**src/vatp_pkg.sv**
```systemverilog
// Constants, register map and types of the VGA access trap and path.
// Assumes an APB slave with 32-bit data and 12-bit byte addresses.
// Summary of operation
// RULE1 - Memory trap acts on physical addresses and fires in the same cycle.
// RULE2 - A 32-bit region mask holds one trap enable per 2 KB region.
// RULE3 - Mask bit n covers A0000h plus n times 2 KB; one enables.
// RULE4 - Range control bits 0..2 enable A, B0 and B8 segments; 7:3 reserved.
// RULE5 - Range control resets to zero so nothing traps after reset.
// RULE6 - With no range enabled the mask is ignored and no trap fires.
// RULE7 - I/O traps for 3B0h, 3C0h and 3D0h each have own enable.
// RULE8 - Range detection claims A0000h-BFFFFh per enabled sub-range.
// RULE9 - Wide writes are split into successive byte writes.
// RULE10 - Wide reads are assembled from successive byte reads.
// RULE11 - The sequencer generates the two low address bits itself.
// RULE12 - Path writes trap only when the location is displayed.
// RULE13 - Write path: rotate, ALU, bit mask, plane select/enable, write mode.
// RULE14 - Read path: color compare, plane select, read mode; never traps.
// RULE15 - Address generator relocates to plane memory base, odd/even, chain-4.
// RULE16 - Plane memory is 64K words of 32 bits on a 256 KB boundary.
// RULE17 - Software may leave memory traps off in direct colour modes.
// RULE18 - Read mode 0 with chain-4 picks the plane from address bits 1:0.
// RULE19 - Bit mask picks ALU output or latch per bit; zero picks latch.
// RULE20 - A segment traps only with range bit 0 and region bit set.
package vatp_pkg;
    localparam logic [9:0] IDX_RANGE_CTL = 10'h0B9;
    localparam logic [9:0] IDX_REGION_MASK = 10'h0BA;
    localparam logic [11:0] ADR_RANGE_CTL = {IDX_RANGE_CTL, 2'b00};
    localparam logic [11:0] ADR_REGION_MASK = {IDX_REGION_MASK, 2'b00};
    localparam logic [11:0] ADR_WRITE_CTL = 12'h300;
    localparam logic [11:0] ADR_READ_CTL = 12'h304;
    localparam logic [11:0] ADR_PLANE_BASE = 12'h308;
    localparam logic [11:0] ADR_IO_MAP = 12'h30C;
    localparam logic [11:0] ADR_LATCH = 12'h310;
    localparam logic [2:0] RST_RANGE_CTL = 3'h0;
    localparam logic [31:0] RST_REGION_MASK = 32'h00000000;
    localparam logic [31:0] RST_WRITE_CTL = 32'h0F0000FF;
    localparam logic [31:0] RST_READ_CTL = 32'h00000000;
    localparam logic [13:0] RST_PLANE_BASE = 14'h0000;
    localparam logic [6:0] RST_IO_MAP = 7'h00;
    localparam logic [3:0] SEG_A = 4'hA;
    localparam logic [4:0] SEG_B0 = 5'h16;
    localparam logic [4:0] SEG_B8 = 5'h17;
    localparam logic [5:0] IO_3B = 6'h3B;
    localparam logic [5:0] IO_3C = 6'h3C;
    localparam logic [5:0] IO_3D = 6'h3D;
    localparam int PLANE_BASE_LSB = 18;
    // Write control fields
    localparam int WC_BITMASK = 0;
    localparam int WC_SR = 8;
    localparam int WC_SRE = 12;
    localparam int WC_ROT = 16;
    localparam int WC_W2 = 19;
    localparam int WC_W3 = 20;
    localparam int WC_ALU = 21;
    localparam int WC_MAPMASK = 24;
    // Read control fields
    localparam int RC_CCOMP = 0;
    localparam int RC_CDC = 8;
    localparam int RC_RMS = 16;
    localparam int RC_RMODE1 = 20;
    localparam int RC_CHAIN4 = 21;
    localparam int RC_ODDEVEN = 22;
    typedef enum logic [1:0] {VATP_COPY, VATP_AND, VATP_OR, VATP_XOR}
        vatp_alu_t;
    typedef enum {VATP_IDLE, VATP_PREP, VATP_ACC, VATP_DONE} vatp_state_t;
endpackage : vatp_pkg

```
**src/vatp_path_if.sv**
```systemverilog
// Byte path bundle between the sequencer and the write and read paths.
// Assumes all three parties run on the same clock.
`timescale 1ns/1ps
interface vatp_path_if;
    logic [7:0] host_byte;
    logic [1:0] addr_lo;
    logic [31:0] latch;
    logic [31:0] wr_ctl;
    logic [31:0] rd_ctl;
    logic [31:0] plane_word;
    logic [31:0] wr_word;
    logic [7:0] rd_byte;
    modport seq (output host_byte, addr_lo, latch, wr_ctl, rd_ctl,
        plane_word, input wr_word, rd_byte);
    modport wp (input host_byte, latch, wr_ctl, output wr_word);
    modport rp (input addr_lo, plane_word, rd_ctl, output rd_byte);
endinterface : vatp_path_if

```
**src/vga_access_trap_and_path.sv**
```systemverilog
// Top of the VGA access trap, range detection and byte sequencer.
// Assumes the core presents physical addresses and memory acks reads.
//
// Register access over APB was left to the implementer.
`timescale 1ns/1ps
module vga_access_trap_and_path
    import vatp_pkg::*;
(
    input wire logic pclk,
    input wire logic presetn,
    input wire logic psel,
    input wire logic penable,
    input wire logic pwrite,
    input wire logic [11:0] paddr,
    input wire logic [31:0] pwdata,
    output logic [31:0] prdata,
    output logic pready,
    output logic pslverr,
    input wire logic cpu_valid,
    input wire logic [19:0] cpu_addr,
    output logic smi_mem,
    input wire logic io_valid,
    input wire logic [9:0] io_addr,
    output logic smi_io,
    input wire logic xb_valid,
    input wire logic xb_write,
    input wire logic [19:0] xb_addr,
    input wire logic [1:0] xb_size,
    input wire logic [31:0] xb_wdata,
    output logic gp_hit,
    output logic xb_ready,
    output logic xb_done,
    output logic [31:0] xb_rdata,
    output logic smi_wr,
    output logic mem_req,
    output logic mem_we,
    output logic [31:0] mem_addr,
    output logic [31:0] mem_wdata,
    output logic [3:0] mem_be,
    input wire logic mem_ack,
    input wire logic [31:0] mem_rdata
);
    ////////////////////////////////////////////////////////////////////
    logic [2:0] range_ctl;
    logic [31:0] region_mask;
    logic [31:0] wr_ctl;
    logic [31:0] rd_ctl;
    logic [13:0] plane_base;
    logic [6:0] io_map;
    logic [31:0] latch;
    vatp_state_t state;
    vatp_state_t next_state;
    logic [19:0] acc_addr;
    logic [31:0] acc_data;
    logic acc_write;
    logic [1:0] cnt;
    logic [1:0] last;
    vatp_path_if pth ();
    vatp_write_path u_wp (.pth(pth));
    vatp_read_path u_rp (.pth(pth));

    ////////////////////////////////////////////////////////////////////
    // Register bus
    wire wr_en = psel & penable & pwrite;
    wire hit_rc = paddr == ADR_RANGE_CTL;
    wire hit_rm = paddr == ADR_REGION_MASK;
    wire hit_wc = paddr == ADR_WRITE_CTL;
    wire hit_rd = paddr == ADR_READ_CTL;
    wire hit_pb = paddr == ADR_PLANE_BASE;
    wire hit_io = paddr == ADR_IO_MAP;
    wire hit_lt = paddr == ADR_LATCH;
    wire mapped = hit_rc | hit_rm | hit_wc | hit_rd | hit_pb | hit_io
        | hit_lt;
    assign pready = 1'b1;
    assign pslverr = psel & penable & ~mapped;
    assign prdata = hit_rc ? {29'h0, range_ctl} : // RULE4
        hit_rm ? region_mask :
        hit_wc ? wr_ctl :
        hit_rd ? rd_ctl :
        hit_pb ? {plane_base, 18'h0} :
        hit_io ? {25'h0, io_map} :
        hit_lt ? latch : 32'h0;

    always_ff @(posedge pclk or negedge presetn)
    begin
        if (!presetn)
        begin
            range_ctl <= RST_RANGE_CTL; // RULE5
            region_mask <= RST_REGION_MASK;
            wr_ctl <= RST_WRITE_CTL;
            rd_ctl <= RST_READ_CTL;
            plane_base <= RST_PLANE_BASE;
            io_map <= RST_IO_MAP;
        end
        else if (wr_en)
        begin
            if (hit_rc)
                range_ctl <= pwdata[2:0]; // RULE4
            if (hit_rm)
                region_mask <= pwdata; // RULE2
            if (hit_wc)
                wr_ctl <= pwdata;
            if (hit_rd)
                rd_ctl <= pwdata;
            if (hit_pb)
                plane_base <= pwdata[31:PLANE_BASE_LSB]; // RULE16
            if (hit_io)
                io_map <= pwdata[6:0]; // RULE7
        end
    end

    ////////////////////////////////////////////////////////////////////
    // Core side traps, same cycle as the access
    wire c_a = cpu_addr[19:16] == SEG_A;
    wire c_b0 = cpu_addr[19:15] == SEG_B0;
    wire c_b8 = cpu_addr[19:15] == SEG_B8;
    wire c_reg = region_mask[cpu_addr[15:11]]; // RULE3
    assign smi_mem = cpu_valid & ((c_a & range_ctl[0] & c_reg) // RULE1 RULE20
        | (c_b0 & range_ctl[1]) | (c_b8 & range_ctl[2])); // RULE6
    wire [5:0] io_blk = io_addr[9:4];
    assign smi_io = io_valid & ((io_blk == IO_3B & io_map[0]) // RULE7
        | (io_blk == IO_3C & io_map[1]) | (io_blk == IO_3D & io_map[2]));

    ////////////////////////////////////////////////////////////////////
    // Range detection for the pipeline
    wire x_a = xb_addr[19:16] == SEG_A;
    wire x_b0 = xb_addr[19:15] == SEG_B0;
    wire x_b8 = xb_addr[19:15] == SEG_B8;
    assign gp_hit = xb_valid & ((x_a & io_map[4]) | (x_b0 & io_map[5]) // RULE8
        | (x_b8 & io_map[6]));
    assign xb_ready = state == VATP_IDLE;
    wire take = xb_ready & gp_hit;
    wire x_shown = x_a ? region_mask[xb_addr[15:11]] : 1'b1;

    ////////////////////////////////////////////////////////////////////
    // Sequencer
    wire [1:0] lo = acc_addr[1:0] + cnt; // RULE11
    wire [19:0] byte_addr = {acc_addr[19:2], lo};
    wire [16:0] off = byte_addr[16:0];
    wire chain4 = rd_ctl[RC_CHAIN4];
    wire oddeven = rd_ctl[RC_ODDEVEN];
    wire [15:0] word = chain4 ? {1'b0, off[16:2]} : // RULE15
        oddeven ? off[16:1] : off[15:0];
    wire [3:0] mmask = wr_ctl[WC_MAPMASK +: 4];
    wire [3:0] pl_one = 4'h1 << lo;
    wire [3:0] pl_oe = lo[0] ? 4'hA : 4'h5;
    wire [3:0] planes = chain4 ? (mmask & pl_one) :
        oddeven ? (mmask & pl_oe) : mmask; // RULE13
    wire [31:0] rel_addr = {plane_base, word, 2'b00}; // RULE15 RULE16
    wire fin = mem_ack & (cnt == last);

    assign pth.host_byte = acc_data[8*cnt +: 8]; // RULE9
    assign pth.addr_lo = lo;
    assign pth.latch = latch;
    assign pth.wr_ctl = wr_ctl;
    assign pth.rd_ctl = rd_ctl;
    assign pth.plane_word = mem_rdata;
    assign mem_req = state == VATP_ACC;
    assign xb_done = state == VATP_DONE;

    always_comb
    begin
        case (state)
            VATP_IDLE: next_state = take ? VATP_PREP : VATP_IDLE;
            VATP_PREP: next_state = VATP_ACC;
            VATP_ACC: next_state = fin ? VATP_DONE :
                mem_ack ? VATP_PREP : VATP_ACC;
            VATP_DONE: next_state = VATP_IDLE;
            default: next_state = VATP_IDLE;
        endcase
    end

    always_ff @(posedge pclk or negedge presetn)
    begin
        if (!presetn)
        begin
            state <= VATP_IDLE;
            acc_addr <= 20'h0;
            acc_data <= 32'h0;
            acc_write <= 1'b0;
            cnt <= 2'h0;
            last <= 2'h0;
            smi_wr <= 1'b0;
        end
        else
        begin
            state <= next_state;
            smi_wr <= take & xb_write & x_shown; // RULE12
            if (take)
            begin
                acc_addr <= xb_addr;
                acc_data <= xb_wdata;
                acc_write <= xb_write;
                cnt <= 2'h0;
                last <= xb_size == 2'h2 ? 2'h3 : {1'b0, xb_size[0]};
            end
            else if (state == VATP_ACC && mem_ack)
                cnt <= cnt + 2'h1; // RULE9 RULE10
        end
    end

    always_ff @(posedge pclk or negedge presetn)
    begin
        if (!presetn)
        begin
            mem_we <= 1'b0;
            mem_addr <= 32'h0;
            mem_wdata <= 32'h0;
            mem_be <= 4'h0;
            latch <= 32'h0;
            xb_rdata <= 32'h0;
        end
        else
        begin
            if (state == VATP_PREP)
            begin
                mem_we <= acc_write;
                mem_addr <= rel_addr;
                mem_wdata <= pth.wr_word; // RULE13
                mem_be <= acc_write ? planes : 4'hF;
            end
            if (take)
                xb_rdata <= 32'h0;
            else if (state == VATP_ACC && mem_ack && !acc_write)
            begin
                latch <= mem_rdata;
                xb_rdata[8*cnt +: 8] <= pth.rd_byte; // RULE10 RULE14
            end
        end
    end
endmodule : vga_access_trap_and_path

```
**src/vatp_write_path.sv**
```systemverilog
// Byte to plane word conversion for VGA writes.
// Assumes the latch holds the last plane word read.
`timescale 1ns/1ps
module vatp_write_path
    import vatp_pkg::*;
(
    vatp_path_if.wp pth
);
    wire [2:0] rot = pth.wr_ctl[WC_ROT +: 3];
    wire [15:0] dbl = {pth.host_byte, pth.host_byte};
    wire [15:0] shifted = dbl >> rot;
    wire [7:0] rdat = shifted[7:0];
    wire [3:0] sr = pth.wr_ctl[WC_SR +: 4];
    wire [3:0] sre = pth.wr_ctl[WC_SRE +: 4];
    wire w2 = pth.wr_ctl[WC_W2];
    wire w3 = pth.wr_ctl[WC_W3];
    wire [7:0] bmask = pth.wr_ctl[WC_BITMASK +: 8];
    wire [1:0] alu = pth.wr_ctl[WC_ALU +: 2];
    wire [7:0] eff_mask = w3 ? (bmask & rdat) : bmask;
    logic [31:0] mode_word;
    logic [31:0] alu_word;
    always_comb
    begin
        for (int b = 0; b < 4; b++)
        begin
            if (w3)
                mode_word[8*b +: 8] = {8{sr[b]}};
            else if (w2)
                mode_word[8*b +: 8] = {8{pth.host_byte[b]}};
            else
                mode_word[8*b +: 8] = sre[b] ? {8{sr[b]}} : rdat;
        end
    end
    always_comb
    begin
        case (vatp_alu_t'(alu))
            VATP_AND: alu_word = mode_word & pth.latch;
            VATP_OR: alu_word = mode_word | pth.latch;
            VATP_XOR: alu_word = mode_word ^ pth.latch;
            default: alu_word = mode_word;
        endcase
    end
    wire [31:0] sel = {4{eff_mask}};
    // One selects the ALU, zero the latch
    assign pth.wr_word = (alu_word & sel) | (pth.latch & ~sel); // RULE19 RULE13
endmodule : vatp_write_path

```
**src/vatp_read_path.sv**
```systemverilog
// Plane word to byte conversion for VGA reads.
// Assumes the plane word is the value just returned by memory.
`timescale 1ns/1ps
module vatp_read_path
    import vatp_pkg::*;
(
    vatp_path_if.rp pth
);
    wire [3:0] ccomp = pth.rd_ctl[RC_CCOMP +: 4];
    wire [3:0] cdc = pth.rd_ctl[RC_CDC +: 4];
    wire [1:0] rms = pth.rd_ctl[RC_RMS +: 2];
    wire chain4 = pth.rd_ctl[RC_CHAIN4];
    wire oddeven = pth.rd_ctl[RC_ODDEVEN];
    wire [1:0] plane = chain4 ? pth.addr_lo : // RULE18
        oddeven ? {rms[1], pth.addr_lo[0]} : rms;
    wire [7:0] mode0 = pth.plane_word[8*plane +: 8];
    logic [7:0] mode1;
    always_comb
    begin
        mode1 = 8'hFF;
        for (int b = 0; b < 4; b++)
        begin
            if (cdc[b])
                mode1 = mode1 & ~(pth.plane_word[8*b +: 8] ^ {8{ccomp[b]}});
        end
    end
    assign pth.rd_byte = pth.rd_ctl[RC_RMODE1] ? mode1 : mode0; // RULE14
endmodule : vatp_read_path

```
**config.mk**
```make
export PLATFORM = sky130hd
export DESIGN_NAME = vga_access_trap_and_path
export DESIGN_NICKNAME = d
export VERILOG_FILES = /design/src/vatp_pkg.sv /design/src/vatp_path_if.sv /design/src/vga_access_trap_and_path.sv /design/src/vatp_write_path.sv /design/src/vatp_read_path.sv
export SDC_FILE = /design/constraint.sdc
export NUM_CORES = 1
export LEC_CHECK = 0
export BUFFER_PORTS_ARGS = -buffer_cell sky130_fd_sc_hd__buf_2
export CORE_MARGIN = 2
export CORE_UTILIZATION = 36
export CTS_BUF_LIST = sky130_fd_sc_hd__clkbuf_16
export CTS_CLUSTER_DIAMETER = 40
export DETAILED_ROUTE_END_ITERATION = 12
export PLACE_DENSITY = 0.6
export SLEW_MARGIN = 20
export SYNTH_ARGS = -nofsm -noshare
export SYNTH_HDL_FRONTEND = slang
export SYNTH_SLANG_ARGS = --single-unit
```
**constraint.sdc**
```tcl
create_clock -name pclk -period 7.4 [get_ports pclk]
set_input_delay 0.74 -clock pclk [delete_from_list [all_inputs] [get_ports pclk]]
set_output_delay 0.74 -clock pclk [all_outputs]
set_load 0.02 [all_outputs]
```
==> metrics.sh <==
STATUS='complete, no violations'
PLACE.GP.CONGESTION=0.896
NUMBER_OF_ENABLE_TYPE_REGISTER_CELLS_IN_THE_SYNTHESIZED_NETLIST=0
DETAILROUTE.VIA_COUNT=15977
PERIOD_SHARE_PCT=58.3
HOLD_VIOL=0
VDD.IR_DROP.WORST_mV=0.181
AVGROUTEDWIREPERCELL_UM=24.2
FINALSETUPTNS_NS=0
DRT_FIRST_PASS_ITERS=7
CRIT-REG2REG-CAPTURE='mem_wdata[27]'
REPORT.FINAL.SETUP_VIOL=0
DPL-INSTANCE-AREA_UM2=20300
YOSYSWARNINGS=0
CTS_TREE='done'
YS_DOMINANT_REG_CELL='sky130_fd_sc_hd__dfrtp_1'
LAYOUTNONFILLERINSTCOUNT=2753
PATH_BUF_INV=2
POST_CTS_HOLD_BUFFER_COUNT=0
RSZ0062_AT_GRT='false'
SYNTH_CELL_TYPES=68
CP_LAUNCH_POINT='paddr[0]'
SYN_INST=1801
LAYOUT.NETS=2275
DIE-WIDTH_UM=230
SLOWEST_DELAY_NS=0.81
GRT_MAX_DEGREE=145
CLOCKROOTBUFFER='sky130_fd_sc_hd__clkbuf_16'
CTS_BUFFERS=52
WORST_PATH_DOMINANT_CELL_FAMILY='simple AND/OR/NAND/NOR gates'
FINAL_PERIOD_MINUS_WORST_SETUP_SLACK_NS=4.31
POST_CTS_SIZING_COUNT=0
TIMING.RR.START='cnt[1]'
WORSTSETUPENDPOINTTYPE='primary output'
IO-PIN-COUNT=312
OVERFLOW=0
FINISHED_CELL_AREA_UM2=22100
POSTCTSSETUPREPAIRBUFS=0
BIGGEST_FANOUT_ALONG_THE_WORST_TIMING_PATH=33
WORST-SETUP-PATH-TYPE='input port to primary output'
SYNTH_TOP_CELL_AREA_SHARE_PCT=40.4
FINCLKSKEW_NS=0.0301
MIN-DELAY-PATH-CLASS='input port to asynchronous set/reset pin'
SORT_OF_ELEMENT_AT_THE_START_OF_THE_CRITICAL_PATH='input port'
WORST-R2R-SETUP-SLACK_NS=3.43
POWER_PER_UNIT_OF_STANDARD_CELL_AREA_nW_PER_UM2=319
WORST_SETUP_PATH_ENDPOINT='prdata[1]'
NETLIST.TOP_CELL.BY_AREA='sky130_fd_sc_hd__dfrtp_1'
WORSTREGTOREGCELLS=13
TIMING.CRITICAL_PATH.MODE_CELL='sky130_fd_sc_hd__buf_2'
FINAL_LAYOUT_SIZE_SUFFIX_GT1_SHARE_PCT=29.8
DRT-TOTAL-WL_MM=66.5
ASYNCSETRESETFLOPFRACSYNTH_PCT=100
POSTSYNTHAREAPERCELL_UM2=10.2
SEQ_AREA_FRAC_SYNTH_PCT=42.1
BUFFER_PORTS.INSERTED=293
YOSYS_REGISTER_BITS=308
DRC=0
FMAXACHIEVABLE_MHz=232
CLOCK-SINKS=308
CRIT_CHAIN='buf_2 -> or4b_1 -> or4_1 -> nor2_4 -> a222oi_1 -> o21ai_0 -> buf_2'
FLOORPLAN.INITIALDENSITY_PCT=36.5
GRT_FIRST_PASS_WIRELENGTH_MM=99.0
TIMING.CRITICAL_PATH.DEPTH=7
FINAL_CORE_UTIL_PCT=44.1
SYNTHESIS.AREA_UM2=18300
DIE_AREA_UM2=52700
DRT.ANTENNA.VIOLATING_NETS=0
TIMING.CRITICAL_PATH.ARRIVAL_NS=3.57
DIE_HEIGHT_UM=230
MAXSLEWVIOLCOUNT=0
CLKSLEWWORSTSETUPHOLDPATHS_NS=0.05
DP.FINAL_HPWL_MM=47.5
CP_SLOWEST_CELL='sky130_fd_sc_hd__nor2_4'
CTS.HTREE.LEVELS=2
SYNTH.TOP_CELLS.BY_AREA='sky130_fd_sc_hd__dfrtp_1 40%, sky130_fd_sc_hd__mux2_2 9.5%, sky130_fd_sc_hd__ha_1 4.8%'
ROWS=82
FILL_COUNT=4705
FIRST_GLOBAL_VIAS=15805
WORST_EP_REQUIRED_TIME_NS=6.66
DRT_ITER0_MARKERS=1777
AREAGROWTHSYNTHTOFINISH_PCT=20.9
GRT_ANTENNA_BEFORE_REPAIR=5
WORST_MAX_SLEW_MARGIN_EXPRESSED_RELATIVE_TO_THE_LIMIT_PCT=22.8
VIA_PER_INST=5.80
SLEW_WORST_PIN_NS=1.16
CLK_PATH_BUF_DEPTH=3
WORST_SKEW_PAIR.LATE_LATENCY_NS=0.60
POWER.STATIC_LEAKAGE_nW=10.6
PLACED_CELLS=2653
CORE-AREA_UM2=50200
GR-USAGE-ALL-LAYERS_PCT=24.7
MAX_CAP_VIOLATIONS=0
==> state kept, by name, indices dropped and copies added (netlist names), 17 cells and up <==
name	count
acc_addr	17
acc_data	32
latch	32
mem_addr	30
mem_wdata	32
pth.rd_ctl	32
pth.wr_ctl	32
region_mask	32
xb_rdata	32
==> power breakdown <==
group          internal [mW]  switching [mW]  total, mW
sequential              2.02           0.352       2.37
combinational          0.849            1.33       2.18
clock                   1.61           0.907       2.51
total                   4.47            2.59       7.06
==> worst reg2reg max path, stage by stage (launching register included) <==
cell,delay (ns)
sky130_fd_sc_hd__dfrtp_1,0.49
sky130_fd_sc_hd__buf_4,0.39
sky130_fd_sc_hd__mux2_2,0.27
sky130_fd_sc_hd__mux4_2,0.31
sky130_fd_sc_hd__nor2_1,0.06
sky130_fd_sc_hd__or4_1,0.78
sky130_fd_sc_hd__o31a_1,0.35
sky130_fd_sc_hd__o21a_1,0.17
sky130_fd_sc_hd__ha_1,0.27
sky130_fd_sc_hd__mux2i_1,0.15
sky130_fd_sc_hd__nand2_1,0.09
sky130_fd_sc_hd__o211ai_1,0.12
sky130_fd_sc_hd__a211oi_1,0.09
sky130_fd_sc_hd__a221o_1,0.30
==> cell type report <==
class | instances | area (µm²) | area share [%]
sequential | 308 | 7720 | 34.9
inverter | 73 | 274 | 1.24
tap | 672 | 841 | 3.80
timing repair buffer | 310 | 1620 | 7.32
clock buffer | 54 | 1350 | 6.10
multi-input combinational | 1290 | 9870 | 44.6
antenna | 2 | 5.00 | 0.0226
clock inverter | 44 | 460 | 2.08
==> synth_stat cells (4+ instances only) <==
cell	count
sky130_fd_sc_hd__or4_1	7
sky130_fd_sc_hd__a222oi_1	40
sky130_fd_sc_hd__o21ai_0	113
sky130_fd_sc_hd__inv_2	4
sky130_fd_sc_hd__buf_2	9
sky130_fd_sc_hd__mux2_2	154
sky130_fd_sc_hd__mux2_1	41
sky130_fd_sc_hd__dfrtp_1	296
sky130_fd_sc_hd__buf_1	17
sky130_fd_sc_hd__and3_1	14
sky130_fd_sc_hd__mux2i_1	56
sky130_fd_sc_hd__o211ai_1	55
sky130_fd_sc_hd__o2111ai_1	4
sky130_fd_sc_hd__xor2_1	34
sky130_fd_sc_hd__a22oi_1	53
sky130_fd_sc_hd__clkbuf_1	99
sky130_fd_sc_hd__or3_1	4
sky130_fd_sc_hd__o22a_1	9
sky130_fd_sc_hd__nand2_1	208
sky130_fd_sc_hd__a31oi_1	8
sky130_fd_sc_hd__inv_1	68
sky130_fd_sc_hd__o21ai_1	17
sky130_fd_sc_hd__o32a_1	4
sky130_fd_sc_hd__a21oi_1	97
sky130_fd_sc_hd__a21bo_2	4
sky130_fd_sc_hd__o31a_1	4
sky130_fd_sc_hd__o21a_1	34
sky130_fd_sc_hd__nor2_1	84
sky130_fd_sc_hd__mux4_2	29
sky130_fd_sc_hd__dfstp_2	12
sky130_fd_sc_hd__xnor2_1	4
sky130_fd_sc_hd__nand2b_1	9
sky130_fd_sc_hd__nor3_1	13
sky130_fd_sc_hd__a221o_1	12
sky130_fd_sc_hd__a211oi_1	13
sky130_fd_sc_hd__ha_1	70
sky130_fd_sc_hd__nand3_1	25
sky130_fd_sc_hd__a21o_1	13
sky130_fd_sc_hd__nor2b_1	9
==> worst min-delay path by stage <==
stage | end | slack [ns] | depth (start not counted)
final | xb_rdata[30] | 0.15 | 1
after global routing | xb_rdata[26] | 0.21 | 1
after CTS | xb_rdata[16] | 0.17 | 1
after detailed placement | mem_addr[30] | 0.46 | 2
after global placement | mem_addr[7] | 0.46 | 2
after floorplan | acc_addr[0] | 0.44 | 0
==> cells in the final DEF (no fill, tap or decap), types with 41 or more instances in the layout <==
master	synthesis	routed
sky130_fd_sc_hd__clkbuf_16	0	54
sky130_fd_sc_hd__inv_1	68	73
sky130_fd_sc_hd__mux2i_1	56	55
sky130_fd_sc_hd__o21ai_0	113	113
sky130_fd_sc_hd__mux2_2	154	154
sky130_fd_sc_hd__a22oi_1	53	53
sky130_fd_sc_hd__a21oi_1	97	96
sky130_fd_sc_hd__dfrtp_1	296	296
sky130_fd_sc_hd__mux2_1	41	41
sky130_fd_sc_hd__buf_2	9	292
sky130_fd_sc_hd__nor2_1	84	83
sky130_fd_sc_hd__nand2_1	208	205
sky130_fd_sc_hd__ha_1	70	70
sky130_fd_sc_hd__o211ai_1	55	55
==> stage by stage <==
step           hold slack [ns]  total power, mW  setup slack [ns]
2_1_floorplan            0.444             3.71              3.72
3_3_place_gp             0.457             4.46              3.13
3_5_place_dp             0.461             4.55              3.13
4_1_cts                  0.171             7.10              3.14
5_1_grt                  0.210             7.43              3.02
6_report                 0.151             7.06              3.09
==> layer usage <==
layer  wire, µm  GRT usage, %  part of all wire [%]  vias up
met3       5010          4.36                   7.5      197
met1      26400          31.1                    40     7965
met5         41             0                 0.062        -
li1           -             -                     -     7097
met4       4020          14.2                   6.0        6
met2      31000          40.0                    47      712
==> logic make-up (layout without fill, tap and decap cells) <==
family	Yosys count	after routing	synth area share, %
mux	280	280	18.6
flops	308	308	42.1
other cells	2	5	0.0410
xor+xnor	38	38	1.82
simple gates	403	403	9.97
buf+inv	204	481	4.43
compound gates	496	496	18.2
fa+ha+maj	70	70	4.78
No activity file was read; power rests on OpenSTA's default activity.
